## config.mk

```make
export PLATFORM = sky130hd
export DESIGN_NAME = pam_port_a_mux
export DESIGN_NICKNAME = d
export VERILOG_FILES = /design/src/logic/pam_pkg.sv /design/src/logic/pam_port_a_mux.sv /design/src/logic/pam_line_cell.sv
export VERILOG_INCLUDE_DIRS = /design/src /design/src/logic
export SDC_FILE = /design/constraint.sdc
export NUM_CORES = 1
export LEC_CHECK = 0
export BUFFER_PORTS_ARGS = -buffer_cell sky130_fd_sc_hd__buf_2
export CAP_MARGIN = 20
export CORE_AREA = 2 2 221 223
export CTS_CLUSTER_DIAMETER = 150
export DETAILED_ROUTE_END_ITERATION = 16
export DIE_AREA = 0 0 223 225
export PLACE_DENSITY = 0.51
export SLEW_MARGIN = 0
export SYNTH_ARGS = -nofsm -noshare
export SYNTH_HDL_FRONTEND = slang
export SYNTH_SLANG_ARGS = --single-unit
export TNS_END_PERCENT = 10
```

## constraint.sdc

```tcl
create_clock -name clock -period 23.8 [get_ports clock]
set_input_delay 3.57 -clock clock [delete_from_list [all_inputs] [get_ports clock]]
set_output_delay 3.57 -clock clock [all_outputs]
set_load 0.01 [all_outputs]
```

## src/logic/pam_consts.svh

```systemverilog
// Line masks, reset values and sizes for the port A function multiplexer.
`ifndef PAM_CONSTS_SVH
`define PAM_CONSTS_SVH

`define PAM_LINES           32
`define PAM_RESET_PERIPH    32'h00000000
`define PAM_ALL_ONES        32'hFFFFFFFF
`define PAM_ALL_ZERO        32'h00000000
`define PAM_PIN_IDLE        1'h1
`define PAM_WAIT_LINE       1

`define PAM_M_FAST_IRQ      32'h00000001
`define PAM_M_EXT_WAIT      32'h00000002
`define PAM_M_SERIAL_ZERO   32'h0000007C
`define PAM_M_NAND          32'h00000060
`define PAM_M_FLASH_CARD    32'h0000301C
`define PAM_M_SPI           32'h00003F80
`define PAM_M_IRQ_ZERO      32'h00000400
`define PAM_M_IRQ_ONE       32'h00000800
`define PAM_M_CLK_LOW       32'h0000C000
`define PAM_M_CLK_TWO       32'h00010000
`define PAM_M_CLK_THREE     32'h00020000
`define PAM_M_DATA_UPPER    32'hFFFF0000
`define PAM_M_SERIAL_ONE    32'h007C0000
`define PAM_M_TIMER         32'hFF800000
`define PAM_M_LINES_29_31   32'hE0000000

`endif

```

## src/logic/pam_pkg.sv

```systemverilog
// Types shared by the port A function multiplexer.
`default_nettype none
package pam_pkg;

  typedef enum logic [1:0] {
    PAM_FN_GPIO,
    PAM_FN_A,
    PAM_FN_B
  } pam_func_t;

  typedef struct packed {
    logic [31:0] pio_en;
    logic [31:0] b_sel;
    logic [31:0] pu_dis;
  } pam_cfg_t;

  typedef struct packed {
    logic debug_serial_unit;
    logic timer_io;
    logic serial_port_one;
    logic clock_out_two;
    logic clock_out_three;
    logic chip_select_three;
    logic serial_port_zero;
    logic chip_select_six;
    logic chip_select_seven;
    logic converter_trigger;
    logic spi_select_zero;
    logic spi_select_one;
    logic upper_address_bits;
    logic full_data_bus;
    logic gpio_on_wait_line;
  } pam_avail_t;

endpackage : pam_pkg
`default_nettype wire

```

## src/logic/pam_port_a_mux.sv

```systemverilog
// Function multiplexer for the 32 shared lines of the first I/O port.
`timescale 1ns/1ps
`default_nettype none
`include "pam_consts.svh"
module pam_port_a_mux #(
  parameter logic [31:0] RESET_PERIPH_MASK = `PAM_RESET_PERIPH
) (
  input  wire logic              clock,
  input  wire logic              rst,
  input  wire logic              cfg_we,
  input  wire pam_pkg::pam_cfg_t cfg,
  input  wire logic [31:0]       gpio_out,
  input  wire logic [31:0]       gpio_oe,
  input  wire logic [31:0]       periph_a_out,
  input  wire logic [31:0]       periph_a_oe,
  input  wire logic [31:0]       periph_b_out,
  input  wire logic [31:0]       periph_b_oe,
  input  wire logic [31:0]       pad_in,
  output logic [31:0]            pad_out,
  output logic [31:0]            pad_oe_n,
  output logic [31:0]            pad_pullup,
  output logic [31:0]            gpio_in,
  output logic [31:0]            periph_a_in,
  output logic [31:0]            periph_b_in,
  output logic [31:0]            peripheral_select_status,
  output pam_pkg::pam_avail_t    avail
);

  ////////////////////////////////////////////////////////////////////////////
  // Helpers.

  // True when some line of the mask is handed to the chosen function.
  function automatic logic f_used(input logic [31:0] mask,
                                  input logic [31:0] pio_en,
                                  input logic [31:0] b_sel,
                                  input logic        want_b);
    logic [31:0] hit;
    hit = mask & ~pio_en & (want_b ? b_sel : ~b_sel);
    return |hit;
  endfunction : f_used

  ////////////////////////////////////////////////////////////////////////////
  // Selection state.

  logic [31:0] pio_en_q;
  logic [31:0] pio_en_d;
  logic [31:0] b_sel_q;
  logic [31:0] b_sel_d;
  logic [31:0] pu_dis_q;
  logic [31:0] pu_dis_d;

  always_comb begin
    pio_en_d = pio_en_q;
    b_sel_d  = b_sel_q;
    pu_dis_d = pu_dis_q;
    if (cfg_we) begin
      pio_en_d = cfg.pio_en;
      b_sel_d  = cfg.b_sel;
      pu_dis_d = cfg.pu_dis;
    end
  end

  always_ff @(posedge clock or posedge rst) begin
    if (rst) begin
      pio_en_q <= ~RESET_PERIPH_MASK;
      b_sel_q  <= `PAM_ALL_ZERO;
      pu_dis_q <= `PAM_ALL_ZERO;
    end else begin
      pio_en_q <= pio_en_d;
      b_sel_q  <= b_sel_d;
      pu_dis_q <= pu_dis_d;
    end
  end

  ////////////////////////////////////////////////////////////////////////////
  // Feature use and exclusions.

  logic fast_irq_used;
  logic wait_used;
  logic nand_used;
  logic card_used;
  logic spi_used;
  logic irq_zero_used;
  logic irq_one_used;
  logic clk_low_used;
  logic clk_two_used;
  logic clk_three_used;
  logic upper_b_used;
  logic wide_bus;

  always_comb begin
    fast_irq_used  = f_used(`PAM_M_FAST_IRQ, pio_en_q, b_sel_q, 1'h0);
    wait_used      = f_used(`PAM_M_EXT_WAIT, pio_en_q, b_sel_q, 1'h0);
    nand_used      = f_used(`PAM_M_NAND, pio_en_q, b_sel_q, 1'h0);
    card_used      = f_used(`PAM_M_FLASH_CARD, pio_en_q, b_sel_q, 1'h0);
    spi_used       = f_used(`PAM_M_SPI, pio_en_q, b_sel_q, 1'h1);
    irq_zero_used  = f_used(`PAM_M_IRQ_ZERO, pio_en_q, b_sel_q, 1'h0);
    irq_one_used   = f_used(`PAM_M_IRQ_ONE, pio_en_q, b_sel_q, 1'h0);
    clk_low_used   = f_used(`PAM_M_CLK_LOW, pio_en_q, b_sel_q, 1'h1);
    clk_two_used   = f_used(`PAM_M_CLK_TWO, pio_en_q, b_sel_q, 1'h1);
    clk_three_used = f_used(`PAM_M_CLK_THREE, pio_en_q, b_sel_q, 1'h1);
    upper_b_used   = f_used(`PAM_M_DATA_UPPER, pio_en_q, b_sel_q, 1'h1);
    wide_bus = ((`PAM_M_DATA_UPPER & (pio_en_q | b_sel_q)) == `PAM_ALL_ZERO);
  end

  pam_pkg::pam_avail_t avail_d;

  always_comb begin
    avail_d.debug_serial_unit  = ~(wait_used | fast_irq_used);
    avail_d.timer_io           = ~wide_bus;
    avail_d.serial_port_one    = ~wide_bus;
    avail_d.clock_out_two      = ~wide_bus;
    avail_d.clock_out_three    = ~wide_bus;
    avail_d.chip_select_three  = ~nand_used;
    avail_d.serial_port_zero   = ~(nand_used | card_used);
    avail_d.chip_select_six    = ~spi_used;
    avail_d.chip_select_seven  = ~spi_used;
    avail_d.converter_trigger  = ~spi_used;
    avail_d.spi_select_zero    = ~irq_zero_used;
    avail_d.spi_select_one     = ~irq_one_used;
    avail_d.upper_address_bits = ~clk_low_used;
    avail_d.full_data_bus      = ~(clk_two_used | clk_three_used |
                                   upper_b_used);
    avail_d.gpio_on_wait_line  = pio_en_q[`PAM_WAIT_LINE];
  end

  ////////////////////////////////////////////////////////////////////////////
  // Peripheral-facing inputs and status.

  logic [31:0] a_in_d;
  logic [31:0] b_in_d;

  // Deselected peripheral A and B inputs idle high, as the pull-up would hold an open line.
  always_comb begin
    a_in_d = pad_in | pio_en_q | b_sel_q;
    b_in_d = pad_in | pio_en_q | ~b_sel_q;
  end

  always_ff @(posedge clock or posedge rst) begin
    if (rst) begin
      gpio_in                  <= `PAM_ALL_ONES;
      periph_a_in              <= `PAM_ALL_ONES;
      periph_b_in              <= `PAM_ALL_ONES;
      peripheral_select_status <= RESET_PERIPH_MASK;
      avail                    <= '1;
    end else begin
      gpio_in                  <= pad_in;
      periph_a_in              <= a_in_d;
      periph_b_in              <= b_in_d;
      peripheral_select_status <= ~pio_en_d;
      avail                    <= avail_d;
    end
  end

  ////////////////////////////////////////////////////////////////////////////
  // Line cells.

  // only this port is muxed here
  for (genvar i = 0; i < `PAM_LINES; i++) begin : g_line
    pam_pkg::pam_func_t fn;
    assign fn = pio_en_q[i] ? pam_pkg::PAM_FN_GPIO :
                (b_sel_q[i] ? pam_pkg::PAM_FN_B : pam_pkg::PAM_FN_A);
    pam_line_cell u_cell (
      .clock        (clock),
      .rst          (rst),
      .func         (fn),
      .pu_dis       (pu_dis_q[i]),
      .gpio_out     (gpio_out[i]),
      .gpio_oe      (gpio_oe[i]),
      .a_out        (periph_a_out[i]),
      .a_oe         (periph_a_oe[i]),
      .b_out        (periph_b_out[i]),
      .b_oe         (periph_b_oe[i]),
      .pad_out_q    (pad_out[i]),
      .pad_oe_n_q   (pad_oe_n[i]),
      .pad_pullup_q (pad_pullup[i])
    );
  end

  ////////////////////////////////////////////////////////////////////////////
  // Checks.

  chk_status_track: assert property (
    @(posedge clock) disable iff (rst)
    cfg_we |=> peripheral_select_status == ~$past(cfg.pio_en))
    else $error("select status does not follow the write");

  // line 29 data bit on A
  chk_line29_a: assert property (
    @(posedge clock) disable iff (rst)
    (!pio_en_q[29] && !b_sel_q[29] && periph_a_oe[29]) |=>
      (!pad_oe_n[29] && pad_out[29] == $past(periph_a_out[29])))
    else $error("line 29 does not carry function A");

  chk_line30_b: assert property (
    @(posedge clock) disable iff (rst)
    (!pio_en_q[30] && b_sel_q[30] && periph_b_oe[30]) |=>
      (!pad_oe_n[30] && pad_out[30] == $past(periph_b_out[30])))
    else $error("line 30 does not carry function B");

  chk_line31_b: assert property (
    @(posedge clock) disable iff (rst)
    (!pio_en_q[31] && b_sel_q[31] && periph_b_oe[31]) |=>
      (!pad_oe_n[31] && pad_out[31] == $past(periph_b_out[31])))
    else $error("line 31 does not carry function B");

  chk_wait_release: assert property (
    @(posedge clock) disable iff (rst)
    (cfg_we && cfg.pio_en[`PAM_WAIT_LINE]) |=> ##1
      avail.gpio_on_wait_line)
    else $error("wait line not released to general I/O");

  chk_wait_line_io: assert property (
    @(posedge clock) disable iff (rst)
    (pio_en_q[`PAM_WAIT_LINE] && gpio_oe[`PAM_WAIT_LINE]) |=>
      (!pad_oe_n[`PAM_WAIT_LINE] &&
       pad_out[`PAM_WAIT_LINE] == $past(gpio_out[`PAM_WAIT_LINE])))
    else $error("wait line does not carry general I/O");

  chk_wait_debug: assert property (
    @(posedge clock) disable iff (rst)
    wait_used |=> !avail.debug_serial_unit)
    else $error("debug unit shown free while wait in use");

  chk_debug_free: assert property (
    @(posedge clock) disable iff (rst)
    !(wait_used || fast_irq_used) |=> avail.debug_serial_unit)
    else $error("debug unit shown busy with its lines free");

  chk_wide_bus: assert property (
    @(posedge clock) disable iff (rst)
    wide_bus |=> !(avail.timer_io | avail.serial_port_one |
                   avail.clock_out_two | avail.clock_out_three))
    else $error("wide bus leaves a shared function free");

  chk_nand_excl: assert property (
    @(posedge clock) disable iff (rst)
    nand_used |=> !avail.chip_select_three && !avail.serial_port_zero)
    else $error("NAND use leaves shared functions free");

  chk_card_excl: assert property (
    @(posedge clock) disable iff (rst)
    card_used |=> !avail.serial_port_zero)
    else $error("flash card use leaves serial zero free");

  chk_spi_excl: assert property (
    @(posedge clock) disable iff (rst)
    spi_used |=> !(avail.chip_select_six | avail.chip_select_seven |
                   avail.converter_trigger))
    else $error("SPI use leaves shared functions free");

  chk_clock_out: assert property (
    @(posedge clock) disable iff (rst)
    (clk_low_used || clk_two_used) |=>
      (!avail.upper_address_bits || !avail.full_data_bus))
    else $error("clock output leaves bus bits free");

  chk_clock_data: assert property (
    @(posedge clock) disable iff (rst)
    (clk_two_used || clk_three_used) |=> !avail.full_data_bus)
    else $error("clock output two or three leaves data bus free");

  chk_fast_irq_debug: assert property (
    @(posedge clock) disable iff (rst)
    fast_irq_used |=> !avail.debug_serial_unit)
    else $error("debug unit shown free while fast irq used");

  chk_irq_zero_excl: assert property (
    @(posedge clock) disable iff (rst)
    irq_zero_used |=> !avail.spi_select_zero)
    else $error("SPI select zero shown free");

  chk_irq_one_excl: assert property (
    @(posedge clock) disable iff (rst)
    irq_one_used |=> !avail.spi_select_one)
    else $error("SPI select one shown free");

endmodule : pam_port_a_mux
`default_nettype wire

```

## src/logic/pam_line_cell.sv

```systemverilog
// One shared line: picks the driver of the pad and registers it.
`timescale 1ns/1ps
`default_nettype none
`include "pam_consts.svh"
module pam_line_cell (
  input  wire logic              clock,
  input  wire logic              rst,
  input  wire pam_pkg::pam_func_t func,
  input  wire logic              pu_dis,
  input  wire logic              gpio_out,
  input  wire logic              gpio_oe,
  input  wire logic              a_out,
  input  wire logic              a_oe,
  input  wire logic              b_out,
  input  wire logic              b_oe,
  output logic                   pad_out_q,
  output logic                   pad_oe_n_q,
  output logic                   pad_pullup_q
);

  logic pad_out_d;
  logic pad_oe_n_d;

  always_comb begin
    pad_out_d  = 1'h0;
    pad_oe_n_d = 1'h1;
    unique case (func)
      pam_pkg::PAM_FN_GPIO: begin
        pad_out_d  = gpio_out;
        pad_oe_n_d = ~gpio_oe;
      end
      pam_pkg::PAM_FN_A: begin
        pad_out_d  = a_out;
        pad_oe_n_d = ~a_oe;
      end
      pam_pkg::PAM_FN_B: begin
        pad_out_d  = b_out;
        pad_oe_n_d = ~b_oe;
      end
      default: begin
        pad_out_d  = 1'h0;
        pad_oe_n_d = 1'h1;
      end
    endcase
  end

  always_ff @(posedge clock or posedge rst) begin
    if (rst) begin
      pad_out_q    <= 1'h0;
      pad_oe_n_q   <= 1'h1;
      pad_pullup_q <= 1'h1;
    end else begin
      pad_out_q    <= pad_out_d;
      pad_oe_n_q   <= pad_oe_n_d;
      pad_pullup_q <= ~pu_dis;
    end
  end

endmodule : pam_line_cell
`default_nettype wire

```

==> qor.yml <==
hold_path_end: "g_line[26].u_cell.pad_pullup_q"
drc_errors: 0
cts_root_buf: "clkbuf_16"
slew_viol_final: 0
mostFrequentLayoutCells: "buf_2 (560), dfstp_2 (202), dfrtp_1 (128)"
grt_pass1_vias: 9414
fin_nets: 1800
endpoint_kind: "register"
die-area_um2: 50200
antenna_found_initial: 5
drt_wl_total_um: 38000
final_antenna_net_count: 0
vias_per_cell: 4.17
cts_resized: 0
grt_max_degree: 149
htreeDepth: 2
syn_inst: 1016
fin_setup_tns_ps: 0
hp-class: "reg2reg"
r2r-start: "pio_en_q[17]"
grt_use_total_pct: 14.8
multi_input_area_um2: 2840
holdCritStartpoint: "pu_dis_q[26]"
ioPinCount: 562
path_max_fanout: 82
syn_avg_cell_area_um2: 12.4
fillers: 4831
dr.pass1.iters: 4
gp_routability_congestion: 0.868
dr_total_vias: 8840
avgRoutedWirePerCell_um: 17.9
start_kind: "primary input"
crit_chain: "buf_6, buf_4, mux2_2"
synthesis.area_um2: 12600
final-hold-violation-count: 0
initial_core_util_pct: 26.6
grt_setup_unrepaired: "false"
worst_ep_required_time_ps: 24220
post_cts.repair.setup_buffers: 0
clkSinkCount: 330
crit_slowest_cell: "buf_4"
rr_endpoint: "avail[1]"
setup_violations: 0
cts_tree: "yes"
critPathKind: "in2reg"
die_h_um: 225
cp_data_arrival_time_ps: 5340
layout-drive-gt1-share_pct: 56.3
run_status: "finished clean"
ys_seq_area_share_pct: 67.3
ys_ff_latch: 330
worstMarginPinSlew_ps: 981
drv_cap: 0
design.core.area_um2: 47500
seq_area_um2: 8510
r2r_slack_ps: 22270
period_share_pct: 20.7
grt_overflow: 0
rows: 80
yosysUniqueCellTypes: 29
maxSlewHeadroom_pct: 34.6
io_buffers: 561
grt_pass1_wl_um: 56400
synthesis.nets: 1339
final_core_util_pct: 34.7
cts_buffers: 37
finalCriticalPeriod_ps: 4920
num_antenna_cells: 0
die_w_um: 223
pwr_density_cell_nw_per_um2: 85.8
postPlaceCellArea_um2: 15300
clk_latency_ps: 530
cpPeakStageDelay_ps: 750
area_delta_synth_final_pct: 30.4
final_area_um2: 16500
clk_pin_slew_ps: 60
finClkSkew_ps: 15.7
drt-initial-drc-count: 391
cellLeakagePower_nw: 7.95
yosys_warnings: 0
cts-hold-fix-buffers: 0
holdPathStages: 1
place_hpwl_um: 28500
mostFrequentLayoutCell: "buf_2"
fmax_mhz: 203
irDropWorstVdd_mv: 0.0421
cts.path.max_buffers: 3
reg2regPathDepth: 3
[logic make-up (layout without fill, tap and decap cells)]
family	count (synthesis)	after routing	synth area share, %
mux	116	116	9.41
compound gates	120	120	5.06
flops	330	330	67.3
buf+inv	219	707	10.2
simple gates	231	231	8.02
[registers in the layout, indices dropped and copies added, names as in the netlist]
signal	count
pu_dis_q	32
g_line.u_cell.pad_pullup_q	32
b_sel_q	32
g_line.u_cell.pad_oe_n_q	32
gpio_in	32
pio_en_q	32
avail	10
periph_a_in	32
peripheral_select_status	32
g_line.u_cell.pad_out_q	32
periph_b_in	32
[routing by layer]
metal / vias up / track usage (%) / routed length, um
met1: 4264 / 18.2 / 15500
met4: 8 / 4.59 / 861
met5: - / 0 / 49
met3: 62 / 5.08 / 3140
met2: 384 / 24.6 / 18400
li1: 4122 / - / -
[per-stage QoR]
step	total power [mW]	hold slack (ps)	worst slack, ps	cells
finish	1.41	357	18880	2119
global route	1.48	369	18750	2119
CTS	1.44	358	18910	2119
detailed placement	0.853	351	18340	2053
global placement	0.850	347	18340	2053
floorplan	0.779	345	11420	1016
[worst max-delay path by stage]
stage                     slack [ps]    from           end
final                          18880  cfg_we   b_sel_q[25]
after global routing           18750  cfg_we  pio_en_q[24]
after CTS                      18910  cfg_we   b_sel_q[20]
after detailed placement       18340  cfg_we   b_sel_q[20]
after global placement         18340  cfg_we   b_sel_q[29]
after floorplan                11420     rst    b_sel_q[0]
[final cells by class]
| class | count | area share (%) |
|---|---|---|
| clock buffer | 58 | 6.46 |
| clock inverter | 8 | 0.896 |
| inverter | 77 | 1.80 |
| multi-input combinational | 467 | 17.2 |
| sequential | 330 | 51.6 |
| tap | 615 | 4.67 |
| timing repair buffer | 564 | 17.3 |
[worst max-delay path, delay by kind of cell]
kind	cells	cell delay, ps
mux	1	410
buf+inv	2	1130
[report_power, final]
group / switching (mW) / internal, mW / total (mW) / leakage (nW)
sequential: 0.0408 / 0.634 / 0.675 / 3.65
clock: 0.224 / 0.351 / 0.575 / 0.590
combinational: 0.0907 / 0.0734 / 0.164 / 3.71
total: 0.355 / 1.06 / 1.41 / 7.95
[Yosys cell counts]
master     number  area [um2]
a21oi_1        32         160
nand2_1       115         432
o22a_1          2        17.5
a22oi_1         1        7.51
buf_6           6        67.6
buf_4         104         781
o22ai_1         4        25.0
nor2_1         62         233
buf_2          20         100
nor3_1          1        5.00
mux2i_1        94         941
nor2b_1         1        6.26
clkbuf_2        3        15.0
nand4_1         2        12.5
o221ai_1        1        8.76
nor4_2          2        25.0
clkbuf_1        9        33.8
o21a_1          2        15.0
nor4_1          8        50.1
inv_1          77         289
o2111ai_1       4        35.0
nand2b_1       12        75.1
or3_1          22         138
o21ai_0        74         370
dfstp_2       202        5310
mux2_2         22         248
or2_2           5        31.3
or2_1           1        6.26
dfrtp_1       128        3200
(Power assumes the default switching activity.)
